--- src/rtl/pscp_pkg.sv ---
// package for the phy special control and port 1 control register bank
// assumes a 16-bit host register port with byte enables and a single clock
`default_nettype none

package pscp_pkg;

   // register byte offsets
   localparam logic [7:0] PSCP_OFS_PHY1_SPECIAL = 8'h66;
   localparam logic [7:0] PSCP_OFS_PHY2_SPECIAL = 8'h6A;
   localparam logic [7:0] PSCP_OFS_PORT1_CTRL1 = 8'h6C;

   // phy special register field positions
   localparam int PSCP_PHY_POL_BIT = 5;
   localparam int PSCP_PHY_MDIX_BIT = 4;
   localparam int PSCP_PHY_FORCE_BIT = 3;
   localparam int PSCP_PHY_EEE_BIT = 2;
   localparam int PSCP_PHY_LOOP_BIT = 1;

   // port status register bits that the phy special flags mirror
   localparam int PSCP_SR_POL_BIT = 13;
   localparam int PSCP_SR_MDIX_BIT = 7;

   // port 1 control one field positions
   localparam int PSCP_P1_LED_LSB = 12;
   localparam int PSCP_P1_LED_MSB = 14;
   localparam int PSCP_P1_SAF2_BIT = 11;

   // values after reset
   localparam logic PSCP_RST_FORCE = 1'b0;
   localparam logic PSCP_RST_EEE_DIS = 1'b1;
   localparam logic PSCP_RST_LOOP = 1'b0;
   localparam logic [2:0] PSCP_RST_LED = 3'h0;
   localparam logic PSCP_RST_SAF2 = 1'b0;

   // led direct control codes
   localparam logic [2:0] PSCP_LED_BOTH_OFF = 3'h4;
   localparam logic [2:0] PSCP_LED_L0_ON = 3'h5;
   localparam logic [2:0] PSCP_LED_L1_ON = 3'h6;
   localparam logic [2:0] PSCP_LED_BOTH_ON = 3'h7;

   // host register access request
   typedef struct packed {
      logic wr;
      logic rd;
      logic [1:0] be;
      logic [7:0] addr;
      logic [15:0] wdata;
   } pscp_req_s;

   // per-phy control bits held by the bank
   typedef struct packed {
      logic force_link;
      logic eee_dis;
      logic loopback;
   } pscp_phy_ctl_s;

endpackage

`default_nettype wire

--- src/rtl/pscp_regs.sv ---
// phy special control/status registers for two phys plus port 1 control one bits 15:11
// assumes status inputs and host requests are synchronous to clk_i
`default_nettype none

module pscp_regs
   import pscp_pkg::*;
(
   // clock and reset
   input wire logic clk_i,
   input wire logic nrst_i,
   // host register port
   input wire pscp_req_s req_i,
   output logic [15:0] rdata_o,
   output logic rvalid_o,
   // port status register bits, index 0 is port 1
   input wire logic [15:0] port1_status_reg_i,
   input wire logic [15:0] port2_status_reg_i,
   // global led setup outputs for port 1
   input wire logic [1:0] global_led_i,
   // phy controls, index 0 is phy 1
   output logic [1:0] force_link_o,
   output logic [1:0] eee_dis_o,
   output logic [1:0] loopback_o,
   // port 1 controls
   output logic led_pin_zero_o,
   output logic led_pin_one_o,
   output logic sa_filter_mac_two_en_o
);

   pscp_phy_ctl_s phy_reg [2];
   pscp_phy_ctl_s phy_next [2];
   logic [2:0] led_ctl_reg;
   logic [2:0] led_ctl_next;
   logic saf2_reg;
   logic saf2_next;
   logic [15:0] rdata_reg;
   logic [15:0] rdata_next;
   logic rvalid_reg;
   logic led_pin_zero_reg;
   logic led_pin_one_reg;
   logic led_pin_zero_next;
   logic led_pin_one_next;

   wire hit_p1 = (req_i.addr == PSCP_OFS_PHY1_SPECIAL);
   wire hit_p2 = (req_i.addr == PSCP_OFS_PHY2_SPECIAL);
   wire hit_c1 = (req_i.addr == PSCP_OFS_PORT1_CTRL1);
   wire [1:0] phy_hit = {hit_p2, hit_p1};
   wire wr_lo = req_i.wr & req_i.be[0];
   wire wr_hi = req_i.wr & req_i.be[1];
   wire [1:0] pol_stat = {port2_status_reg_i[PSCP_SR_POL_BIT],
                          port1_status_reg_i[PSCP_SR_POL_BIT]};
   wire [1:0] mdix_stat = {port2_status_reg_i[PSCP_SR_MDIX_BIT],
                           port1_status_reg_i[PSCP_SR_MDIX_BIT]};

   // read image of a phy special register
   function automatic logic [15:0] phy_image(input pscp_phy_ctl_s c, input logic pol,
                                             input logic mdix);
      logic [15:0] v;
      v = 16'h0000;
      v[PSCP_PHY_POL_BIT] = pol;
      v[PSCP_PHY_MDIX_BIT] = mdix;
      v[PSCP_PHY_FORCE_BIT] = c.force_link;
      v[PSCP_PHY_EEE_BIT] = c.eee_dis;
      v[PSCP_PHY_LOOP_BIT] = c.loopback;
      return v;
   endfunction

   // only the writable control bits take the write data
   genvar g;
   generate
      for (g = 0; g < 2; g++) begin : g_phy
         wire do_wr = wr_lo & phy_hit[g];
         assign phy_next[g].force_link = do_wr ? req_i.wdata[PSCP_PHY_FORCE_BIT]
                                               : phy_reg[g].force_link;
         assign phy_next[g].eee_dis = do_wr ? req_i.wdata[PSCP_PHY_EEE_BIT]
                                            : phy_reg[g].eee_dis;
         assign phy_next[g].loopback = do_wr ? req_i.wdata[PSCP_PHY_LOOP_BIT]
                                             : phy_reg[g].loopback;

         always_ff @(posedge clk_i or negedge nrst_i) begin
            if (!nrst_i) begin
               phy_reg[g] <= '{PSCP_RST_FORCE, PSCP_RST_EEE_DIS, PSCP_RST_LOOP};
            end else begin
               phy_reg[g] <= phy_next[g];
            end
         end

         assign force_link_o[g] = phy_reg[g].force_link;
         assign eee_dis_o[g] = phy_reg[g].eee_dis;
         assign loopback_o[g] = phy_reg[g].loopback;
      end
   endgenerate

   // port 1 control one: bit 15 is never written
   assign led_ctl_next = (wr_hi & hit_c1) ?
                         req_i.wdata[PSCP_P1_LED_MSB:PSCP_P1_LED_LSB] : led_ctl_reg;
   assign saf2_next = (wr_hi & hit_c1) ? req_i.wdata[PSCP_P1_SAF2_BIT] : saf2_reg;

   // led direct drive, top bit clear follows global setup
   assign led_pin_zero_next = led_ctl_reg[2] ? led_ctl_reg[0] : global_led_i[0];
   assign led_pin_one_next = led_ctl_reg[2] ? led_ctl_reg[1] : global_led_i[1];

   // read mux, unmapped offsets read zero
   wire [15:0] c1_image = {1'b0, led_ctl_reg, saf2_reg, 11'h000};
   assign rdata_next = hit_p1 ? phy_image(phy_reg[0], pol_stat[0], mdix_stat[0]) :
                       hit_p2 ? phy_image(phy_reg[1], pol_stat[1], mdix_stat[1]) :
                       hit_c1 ? c1_image : 16'h0000;

   always_ff @(posedge clk_i or negedge nrst_i) begin
      if (!nrst_i) begin
         led_ctl_reg <= PSCP_RST_LED;
         saf2_reg <= PSCP_RST_SAF2;
         led_pin_zero_reg <= 1'b0;
         led_pin_one_reg <= 1'b0;
         rdata_reg <= 16'h0000;
         rvalid_reg <= 1'b0;
      end else begin
         led_ctl_reg <= led_ctl_next;
         saf2_reg <= saf2_next;
         led_pin_zero_reg <= led_pin_zero_next;
         led_pin_one_reg <= led_pin_one_next;
         rvalid_reg <= req_i.rd;
         if (req_i.rd) begin
            rdata_reg <= rdata_next;
         end
      end
   end

   assign rdata_o = rdata_reg;
   assign rvalid_o = rvalid_reg;
   assign led_pin_zero_o = led_pin_zero_reg;
   assign led_pin_one_o = led_pin_one_reg;
   assign sa_filter_mac_two_en_o = saf2_reg;

   // checks: status mirrors
   a_pol_mirror: assert property (@(posedge clk_i) disable iff (!nrst_i)
      req_i.rd && hit_p2 |=> rdata_o[PSCP_PHY_POL_BIT] == $past(port2_status_reg_i[13]))
      else $error("polarity flag does not mirror status");
   a_pol_mirror1: assert property (@(posedge clk_i) disable iff (!nrst_i)
      req_i.rd && hit_p1
      |=> rdata_o[PSCP_PHY_POL_BIT] == $past(port1_status_reg_i[PSCP_SR_POL_BIT]))
      else $error("phy 1 polarity flag does not mirror status");
   a_mdix_mirror: assert property (@(posedge clk_i) disable iff (!nrst_i)
      req_i.rd && hit_p1 |=> rdata_o[PSCP_PHY_MDIX_BIT] == $past(port1_status_reg_i[7]))
      else $error("crossover flag does not mirror status");
   a_mdix_mirror2: assert property (@(posedge clk_i) disable iff (!nrst_i)
      req_i.rd && hit_p2
      |=> rdata_o[PSCP_PHY_MDIX_BIT] == $past(port2_status_reg_i[PSCP_SR_MDIX_BIT]))
      else $error("phy 2 crossover flag does not mirror status");

   // checks: phy control bits
   a_force_write: assert property (@(posedge clk_i) disable iff (!nrst_i)
      wr_lo && hit_p1 |=> force_link_o[0] == $past(req_i.wdata[3]))
      else $error("force link not written");
   a_force_write2: assert property (@(posedge clk_i) disable iff (!nrst_i)
      wr_lo && hit_p2 |=> force_link_o[1] == $past(req_i.wdata[PSCP_PHY_FORCE_BIT]))
      else $error("phy 2 force link not written");
   a_eee_write: assert property (@(posedge clk_i) disable iff (!nrst_i)
      wr_lo && hit_p1 |=> eee_dis_o[0] == $past(req_i.wdata[PSCP_PHY_EEE_BIT]))
      else $error("eee disable not written");
   a_eee_hold: assert property (@(posedge clk_i) disable iff (!nrst_i)
      !(wr_lo && hit_p2) |=> $stable(eee_dis_o[1]))
      else $error("eee disable changed without write");
   a_eee_hold1: assert property (@(posedge clk_i) disable iff (!nrst_i)
      !(wr_lo && hit_p1) |=> $stable(eee_dis_o[0]))
      else $error("phy 1 eee disable changed without write");
   a_loop_write: assert property (@(posedge clk_i) disable iff (!nrst_i)
      wr_lo && hit_p2 |=> loopback_o[1] == $past(req_i.wdata[1]))
      else $error("loopback not written");
   a_loop_write1: assert property (@(posedge clk_i) disable iff (!nrst_i)
      wr_lo && hit_p1 |=> loopback_o[0] == $past(req_i.wdata[PSCP_PHY_LOOP_BIT]))
      else $error("phy 1 loopback not written");
   a_reserved_zero: assert property (@(posedge clk_i) disable iff (!nrst_i)
      req_i.rd && (hit_p1 || hit_p2) |=> rdata_o[15:6] == 10'h000 && !rdata_o[0])
      else $error("reserved phy bits read nonzero");

   // checks: led pins
   a_led_direct: assert property (@(posedge clk_i) disable iff (!nrst_i)
      wr_hi && hit_c1 && req_i.wdata[14:12] == PSCP_LED_L1_ON ##1 !(wr_hi && hit_c1)
      |=> led_pin_one_o && !led_pin_zero_o)
      else $error("led direct code 110 not driven");
   a_led_follow: assert property (@(posedge clk_i) disable iff (!nrst_i)
      !led_ctl_reg[2] |=> led_pin_zero_o == $past(global_led_i[0])
         && led_pin_one_o == $past(global_led_i[1]))
      else $error("leds do not follow global setup");
   a_led_off: assert property (@(posedge clk_i) disable iff (!nrst_i)
      led_ctl_reg == PSCP_LED_BOTH_OFF |=> !led_pin_zero_o && !led_pin_one_o)
      else $error("led direct code 100 not driven");
   a_led_l0: assert property (@(posedge clk_i) disable iff (!nrst_i)
      led_ctl_reg == PSCP_LED_L0_ON |=> led_pin_zero_o && !led_pin_one_o)
      else $error("led direct code 101 not driven");
   a_led_on: assert property (@(posedge clk_i) disable iff (!nrst_i)
      led_ctl_reg == PSCP_LED_BOTH_ON |=> led_pin_zero_o && led_pin_one_o)
      else $error("led direct code 111 not driven");

   // checks: port 1 control one
   a_saf2_write: assert property (@(posedge clk_i) disable iff (!nrst_i)
      wr_hi && hit_c1 |=> sa_filter_mac_two_en_o == $past(req_i.wdata[11]))
      else $error("filter enable not written");
   a_saf2_hold: assert property (@(posedge clk_i) disable iff (!nrst_i)
      !(wr_hi && hit_c1) |=> $stable(sa_filter_mac_two_en_o))
      else $error("filter enable changed without write");
   a_c1_top_zero: assert property (@(posedge clk_i) disable iff (!nrst_i)
      req_i.rd && hit_c1 |=> !rdata_o[15])
      else $error("reserved port 1 bit 15 reads one");

   // checks: writes that must leave state alone, reads that must return zero
   a_lo_ignore: assert property (@(posedge clk_i) disable iff (!nrst_i)
      wr_hi && !wr_lo |=> $stable(force_link_o) && $stable(loopback_o))
      else $error("phy bits changed by high byte write");
   a_eee_lo_ignore: assert property (@(posedge clk_i) disable iff (!nrst_i)
      wr_hi && !wr_lo |=> $stable(eee_dis_o))
      else $error("eee disable changed by high byte write");
   a_c1_lo_ignore: assert property (@(posedge clk_i) disable iff (!nrst_i)
      wr_lo && !wr_hi && hit_c1 |=> $stable(led_ctl_reg) && $stable(sa_filter_mac_two_en_o))
      else $error("port 1 bits changed by low byte write");
   a_c1_low_zero: assert property (@(posedge clk_i) disable iff (!nrst_i)
      req_i.rd && hit_c1 |=> rdata_o[10:0] == 11'h000)
      else $error("unimplemented port 1 bits read nonzero");
   a_unmapped_zero: assert property (@(posedge clk_i) disable iff (!nrst_i)
      req_i.rd && !(hit_p1 || hit_p2 || hit_c1) |=> rdata_o == 16'h0000)
      else $error("unmapped offset reads nonzero");

endmodule

`default_nettype wire

--- config.mk ---
export PLATFORM = sky130hd
export DESIGN_NAME = pscp_regs
export DESIGN_NICKNAME = d
export VERILOG_FILES = /design/src/rtl/pscp_pkg.sv /design/src/rtl/pscp_regs.sv
export SDC_FILE = /design/constraint.sdc
export NUM_CORES = 1
export LEC_CHECK = 0
export ABC_AREA = 1
export BUFFER_PORTS_ARGS = -buffer_cell sky130_fd_sc_hd__buf_2
export CORE_ASPECT_RATIO = 1.1
export CORE_MARGIN = 2
export CORE_UTILIZATION = 42
export DETAILED_ROUTE_END_ITERATION = 8
export PLACE_DENSITY = 0.85
export SLEW_MARGIN = 20
export SYNTH_ARGS = -nofsm -noshare
export SYNTH_HDL_FRONTEND = slang
export SYNTH_SLANG_ARGS = --single-unit
--- constraint.sdc ---
create_clock -name clk_i -period 1.5 [get_ports clk_i]
set_input_delay 0.15 -clock clk_i [delete_from_list [all_inputs] [get_ports clk_i]]
set_output_delay 0.15 -clock clk_i [all_outputs]
set_load 0.01 [all_outputs]
# --- After elaboration in Yosys (flattened, before gate mapping) ---
# Cells that the tools add are included.
classes:
  eq_ne: 3
  mux: 5
  n_bitwise: 5
ops:
  columns: ["op", "n"]
  rows:
  - ["2-to-1 mux 15 bit", 3]
  - ["== test 8 x 7 -> 1 bit (second input constant)", 3]
  - ["AND 1 bit", 5]
  - ["2-to-1 mux 1 bit", 2]
totals:
  ff_bits: 29
  in_bits: 64
  out_inout_bits: 26
  wordCells: 25

# --- Longest topological paths before layout ---
# Gate-level depths: netlist of run 1.
logic_depth:
  ltp_word: 4
  mapped_depth: 8
  ltp_nobuf: 8

# --- Worst setup path after synthesis of run 1 ---
# OpenSTA, ideal clock, no wires.
synth_path:
  kind: "input to register"
  startpoint: "input port req_i[23] in the netlist's numbering"
  endpoint: "register saf2_reg, in the netlist sa_filter_mac_two_en_o"
  setup_ns: 0.117
  arrival_ns: 0.774
  t_required_ns: 1.383
  slack_ns: 0.609
  stages: 8
  path_cell_list: "inv_1 > nand2_2 > nor2_4 > inv_2 > nor2_8 > nand2_4 > nand2_1 > nand2_1"
synth_between:
  elab_chain_cells: 2
synth_lines:
  columns: ["element", "line_no", "source"]
  rows:
  - ["start, declared", "pscp_regs.sv:12", "input wire pscp_req_s req_i,"]
  - ["== test 8 x 7 -> 1 bit", "pscp_regs.sv:46", "wire hit_c1 = (req_i.addr == PSCP_OFS_PORT1_CTRL1);"]
  - ["AND 1 bit", "pscp_regs.sv:97", "assign saf2_next = (wr_hi & hit_c1) ? req_i.wdata[PSCP_P1_SAF2_BIT] : saf2_reg;"]
  - ["end signal, assigned", "pscp_regs.sv:119", "saf2_reg <= saf2_next;"]
  - ["end, declared", "pscp_regs.sv:34", "logic saf2_reg;"]
# Every way passes these cells.
# A chain may end at the register's enable or synchronous reset.

# --- Final worst setup path of run 1 ---
layout_path:
  startpoint: "register phy_reg (netlist bit eee_dis_o[0])"
  endpoint: "output port eee_dis_o[0]"
layout_lines:
  columns: ["element", "line_no", "source"]
  rows:
  - ["start, declared", "pscp_regs.sv:30", "pscp_phy_ctl_s phy_reg [2];"]
  - ["start signal, assigned by index", "pscp_regs.sv:82", "phy_reg[g] <= '{PSCP_RST_FORCE, PSCP_RST_EEE_DIS, PSCP_RST_LOOP};"]
  - ["start signal, assigned by index", "pscp_regs.sv:84", "phy_reg[g] <= phy_next[g];"]
  - ["end, declared", "pscp_regs.sv:22", "output logic [1:0] eee_dis_o,"]
# No word-level cell between the ends.

==> results of run 1 <==
-- kinds of logic (layout without fill, tap and decap cells) --
group                  count (synthesis)  count (layout)  share of synthesized area (%)
AO/OA/AOI/OAI                          6               6                           2.61
buffers and inverters                 17              58                           9.14
flip-flops                            22              22                           48.1
multiplexers                           2               2                           1.96
other                                  1               7                          0.326
AND/OR/NAND/NOR                       84              84                           37.9
-- cell usage after synthesis --
| cell | count | area, um^2 |
|---|---|---|
| nand2_1 | 50 | 188 |
| clkinv_1 | 1 | 3.75 |
| nand3_1 | 18 | 90.1 |
| buf_4 | 7 | 52.6 |
| conb_1 | 1 | 3.75 |
| nand2_2 | 6 | 37.5 |
| dfrtp_1 | 20 | 500 |
| nor2_8 | 1 | 20.0 |
| dfstp_2 | 2 | 52.6 |
| buf_6 | 2 | 22.5 |
| nor2_4 | 5 | 56.3 |
| o21ai_0 | 6 | 30.0 |
| nor2_1 | 1 | 3.75 |
| nand2_4 | 2 | 22.5 |
| inv_1 | 5 | 18.8 |
| nand3_4 | 1 | 17.5 |
| inv_2 | 2 | 7.51 |
| mux2_2 | 2 | 22.5 |
-- per-stage QoR --
step	instance area [um^2]	hold slack, ns	setup slack (ns)	util, %
3_5_place_dp	1360	0.126	0.249	53.5
5_1_grt	1420	0.0353	0.306	56.0
4_1_cts	1420	0.0310	0.338	56.0
3_3_place_gp	1360	0.123	0.309	53.5
6_report	1420	0.0401	0.345	56.0
2_1_floorplan	1170	-0.146	0.609	-
-- power groups by stage --
stage	Clock, W	Sequential, W	Combinational (W)
final	0.000447	0.000613	0.000125
after global routing	0.000482	0.000615	0.000141
after CTS	0.000453	0.000613	0.000127
after detailed placement	0	0.000624	0.000125
after global placement	0	0.000624	0.000122
after floorplan	0	0.000628	0.0000705
-- what timing repair did --
item | in CTS | in global routing
hold buffers | 1 | 0
endpoints found under the hold margin | 20 | 0
resized for setup | 0 | 0
-- final cells by class --
class | instances | share of cell area (%)
timing repair buffer | 46 | 16.5
multi-input combinational | 99 | 36.1
clock buffer | 3 | 1.58
clock inverter | 1 | 2.11
inverter | 8 | 2.11
sequential | 22 | 38.8
tap | 31 | 2.72
-- worst paths after layout --
check	depth (start not counted)	endpoint	slack [ns]
min in group asynchronous	2	led_pin_one_o	0.31
worst max-delay path	1	eee_dis_o[0]	0.34
worst min-delay path	3	eee_dis_o[1]	0.04
max in group asynchronous	2	eee_dis_o[0]	0.84
worst min register to register	2	rdata_o[5]	0.49
worst max register to register	1	led_pin_zero_o	0.62
-- metal layers --
metal  GRT usage, %  wire length [um]
met5              0                 0
met4           8.42                38
met3           1.78               106
met2           29.3              1210
met1           20.0               904
==> qor.yml, run 1 <==
worst_setup_path:
  slowest_stage: "dfstp_2"
  r2r_start: "led_ctl_reg[2]"
  startpoint: "eee_dis_o[0]"
  worstSetupStartpointType: "flop"
  crit_type: "reg -> out"
  critPathBufInv: 1
  cp_max_fo: 3
  critical_path.max_stage_delay_ns: 0.57
  endpoint_kind: "output pin"
  cp.required_ns: 1.35
  cp_data_arrival_time_ns: 1.01
  crit_family: "flip-flops"
  cp_cell_sequence: "buf_2"
cells_and_area:
  n_antenna_cell: 0
  nNetsFinal: 244
  multi_input_area_um2: 514
  final_cells: 210
  final_cell_mix: "nand2_1, buf_2, dfrtp_1, nand3_1, conb_1"
  area_growth_pct: 23.8
  layout_commonest_cell: "nand2_1"
  layout-drive-gt1-share_pct: 39.1
  largest_reg_flops: 9
  num-fill-cells: 250
  seqCellArea_um2: 553
die:
  core_um2: 2540
  io_pins: 90
  rows: 19
  start_util_pct: 45.2
  die_h_um: 58.9
  dieArea_um2: 3170
  fp.dieW_um: 53.9
yosys:
  ys_seq_area_share_pct: 48.1
  synth_cell_types: 18
  synth_seq_cells: 22
  syn_inst: 132
  yosysWarnings: 0
  syn_area_um2: 1150
  avgSynthCellArea_um2: 8.71
power_and_ir_drop:
  pwr-share-seq_pct: 51.8
  p_int_w: 0.000922
  power_per_cell_area_nw_per_um2: 832
  total_power_w: 0.00118
  switching_share_pct: 22.2
  power.switching_w: 0.000262
  pwr-share-clk_pct: 37.7
  p_comb_share_pct: 10.5
  irDropWorstVdd_mv: 0.437
  p_leak_nw: 0.874
hold_path:
  hold_start: "req_i[2]"
  hp-class: "in -> reg"
placement:
  detailed_place_hpwl_um: 1830
  port_buffers: 45
  placed_cells: 205
  place.gp.congestion: 0.794
clocking:
  cts_root_buffer: "clkbuf_4"
  clock_latency_ns: 0.30
  cts_sinks: 22
  cts_tree: "done"
  post-cts-setup-buffer-count: 0
  htreeDepth: 1
  clk_pin_slew_ns: 0.12
  numCtsBuffers: 3
  clock_path_buffers: 2
routing:
  vias: 948
  remaining_drc_errors: 0
  firstDrtPassIters: 4
  ant_nets: 0
  first_iter_violations: 7
  wl_per_cell_um: 10.8
  totalWireLength_um: 2260
  routed_via_density: 4.51
sta:
  min_period_ns: 1.16
  setup_viol_count_final: 0
  rsz0062_at_grt: "false"
  clock.fmax_mhz: 865
  finalClockSkew_ns: 0.00404
  timing.final.crit_share_pct: 77.0
  tns_ns: 0
  drv_slew: 0
  finalHoldViolations: 0
global_routing:
  grt_max_degree: 23
  grt_pass1_wl_um: 3940
  grt_pass1_vias: 953
  overflow: 0
  antenna_found_initial: 0
  grtUsageTotal_pct: 16.8
outcome:
  status: "completed"
job:
  maxCapViolations: 0
(Power assumes the default switching activity.)
==> inputs of run 2 (changes only) <==
- ABC_AREA: 1 -> 0
- CORE_UTILIZATION: 42 -> 33
- PLACE_DENSITY: 0.85 -> 0.75
- clock period: 1.5 -> 1 ns (I/O delays scaled with it)
==> qor.yml, run 2 <==
global_routing:
  grt_pass1_wl_um: 3730
  grtUsageTotal_pct: 13.5
  antenna_found_initial: 0
  overflow: 0
  grt_max_degree: 23
  grt_pass1_vias: 839
clocking:
  htreeDepth: 1
  clock_latency_ns: 0.30
  clk_pin_slew_ns: 0.11
  cts_sinks: 22
  numCtsBuffers: 3
  cts_root_buffer: "clkbuf_4"
  clock_path_buffers: 2
  cts_tree: "done"
worst_setup_path:
  cp_max_fo: 2
  crit_type: "reg -> out"
  r2r_end: "rdata_o[2]"
  critical_path.max_stage_delay_ns: 0.57
  critPathBufInv: 1
  ff2ff_setup_slack_ns: 0.05
  cp.required_ns: 0.90
  cp_cell_sequence: "buf_6"
  r2r_start: "eee_dis_o[1]"
  endpoint_kind: "output pin"
  cp_data_arrival_time_ns: 0.96
  worstRegToRegCells: 2
  slowest_stage: "dfstp_2"
  crit_family: "flip-flops"
  worstSetupStartpointType: "flop"
sta:
  clock.fmax_mhz: 941
  drv_slew: 0
  finalHoldViolations: 0
  whs_ns: 0.0230
  fin_ws_ns: -0.0629
  timing.final.crit_share_pct: 106
  rsz0062_at_grt: "true"
  finalClockSkew_ns: 0.00135
  min_period_ns: 1.06
  setup_viol_count_final: 6
routing:
  routed_via_density: 4.82
  highest_layer: "met4"
  firstDrtPassIters: 3
  dr_wl_met3_um: 132
  ant_nets: 0
  wl_per_cell_um: 14.2
  routedLengthMet1_um: 928
  totalWireLength_um: 2380
  first_iter_violations: 9
  vias: 810
  remaining_drc_errors: 0
  met2WireLength_um: 1270
cells_and_area:
  multi_input_area_um2: 474
  n_antenna_cell: 0
  final_area_um2: 1480
  num-fill-cells: 281
  final_cell_mix: "buf_2, dfrtp_1, buf_4, conb_1"
  largest_reg_flops: 9
  layout_commonest_cell: "buf_2"
  nNetsFinal: 199
  layout-drive-gt1-share_pct: 64.2
  seqCellArea_um2: 553
  area_growth_pct: 46.1
placement:
  place_area_um2: 1330
  place.gp.congestion: 0.881
  port_buffers: 45
  detailed_place_hpwl_um: 1820
yosys:
  ys_seq_area_share_pct: 54.5
  yosys.area_share.simple_pct: 17.9
  synth_top_area_cell: "dfrtp_1"
  synth_top_flop_cell: "dfrtp_1"
  netlist.area_leader.share_pct: 49.3
  yosys-top-cells-count: "dfrtp_1, mux2_2, buf_4"
  synth_top_family_by_area: "simple AND/OR/NAND/NOR gates"
  synth_area_leaders: "dfrtp_1, mux2_2, buf_4"
  synth_seq_cells: 22
  synthXorXnorAreaFrac_pct: 0
  avgSynthCellArea_um2: 14.5
  muxShareOfSynthArea_pct: 13.3
  yosys.area_share.adder_pct: 0
  synth_edf_count: 0
  syn_inst: 70
  syn_area_um2: 1010
  yosysWarnings: 0
  synth_cell_types: 18
  async_flop_share_pct: 100
  synth-compound-area-share_pct: 8.38
  synth.most_common_cell: "dfrtp_1"
power_and_ir_drop:
  p_comb_share_pct: 13.4
  switching_share_pct: 22.9
  irDropWorstVdd_mv: 0.624
  pwr-share-clk_pct: 29.4
  power_per_cell_area_nw_per_um2: 1090
  power.switching_w: 0.000368
  pwr-share-seq_pct: 57.1
  p_int_w: 0.00124
  total_power_w: 0.00161
  p_leak_nw: 0.791
die:
  rows: 21
  die_h_um: 62.2
  dieArea_um2: 3540
  core_um2: 3000
  start_util_pct: 33.9
  fp.dieW_um: 56.9
  io_pins: 90
hold_path:
  hold_start: "req_i[14]"
  hp-class: "in -> reg"
  worstHoldEndpoint: "led_ctl_reg[2]"
  min_path_cells: 2
job:
  maxCapViolations: 0
outcome:
  status: "finished with violations"
  violations: "setup timing"
run 2: power by group through the flow:
stage | Combinational (W) | Clock [W] | Sequential [W]
6_report | 0.000216 | 0.000474 | 0.000919
5_1_grt | 0.000237 | 0.000535 | 0.000922
4_1_cts | 0.000206 | 0.000501 | 0.000920
3_5_place_dp | 0.000186 | 0 | 0.000936
3_3_place_gp | 0.000180 | 0 | 0.000936
2_1_floorplan | 0.0000823 | 0 | 0.000942
run 2: metrics by stage:
step	utilization [%]	setup WS [ns]	instances	TNS, ns
6_report	49.5	-0.0629	168	-0.207
5_1_grt	49.5	-0.112	168	-0.412
4_1_cts	48.1	-0.0715	164	-0.166
3_5_place_dp	44.4	-0.378	157	-4.98
3_3_place_gp	44.4	-0.344	157	-4.85
2_1_floorplan	-	-0.185	76	-2.02
run 2: repair_timing:
| action | 4_1_cts | 5_1_grt |
|---|---|---|
| hold buffers | 1 | 0 |
| hold endpoints to repair | 20 | 0 |
| endpoints found under the setup margin | 9 | 11 |
| setup buffers | 2 | 4 |
| pin swaps | 3 | 2 |
| resized for setup | 10 | 2 |
run 2: routing by layer:
layer  track usage, %  vias up
met5                0        -
met4             6.98        0
met3             2.71        7
met2             23.3       35
met1             15.4      387
li1                 -      381
run 2: cell families after synthesis:
group,after synthesis
flops,22
simple gates,18
other cells,1
mux,12
buf+inv,8
compound gates,9
run 2: area by class of cell:
cell class | count | area share, %
clock buffer | 4 | 2.45
inverter | 1 | 0.253
multi-input combinational | 46 | 32.0
sequential | 22 | 37.3
tap | 34 | 2.87
timing repair buffer | 61 | 25.1
run 2: worst max-delay path by stage:
stage | from | slack (ns) | to | depth (start not counted)
2_1_floorplan | req_i[16] | -0.19 | force_link_o[1] | 3
3_3_place_gp | req_i[18] | -0.34 | loopback_o[1] | 4
3_5_place_dp | req_i[18] | -0.38 | force_link_o[1] | 4
4_1_cts | eee_dis_o[0] | -0.07 | eee_dis_o[0] | 1
5_1_grt | eee_dis_o[1] | -0.11 | eee_dis_o[1] | 1
6_report | eee_dis_o[1] | -0.06 | eee_dis_o[1] | 1
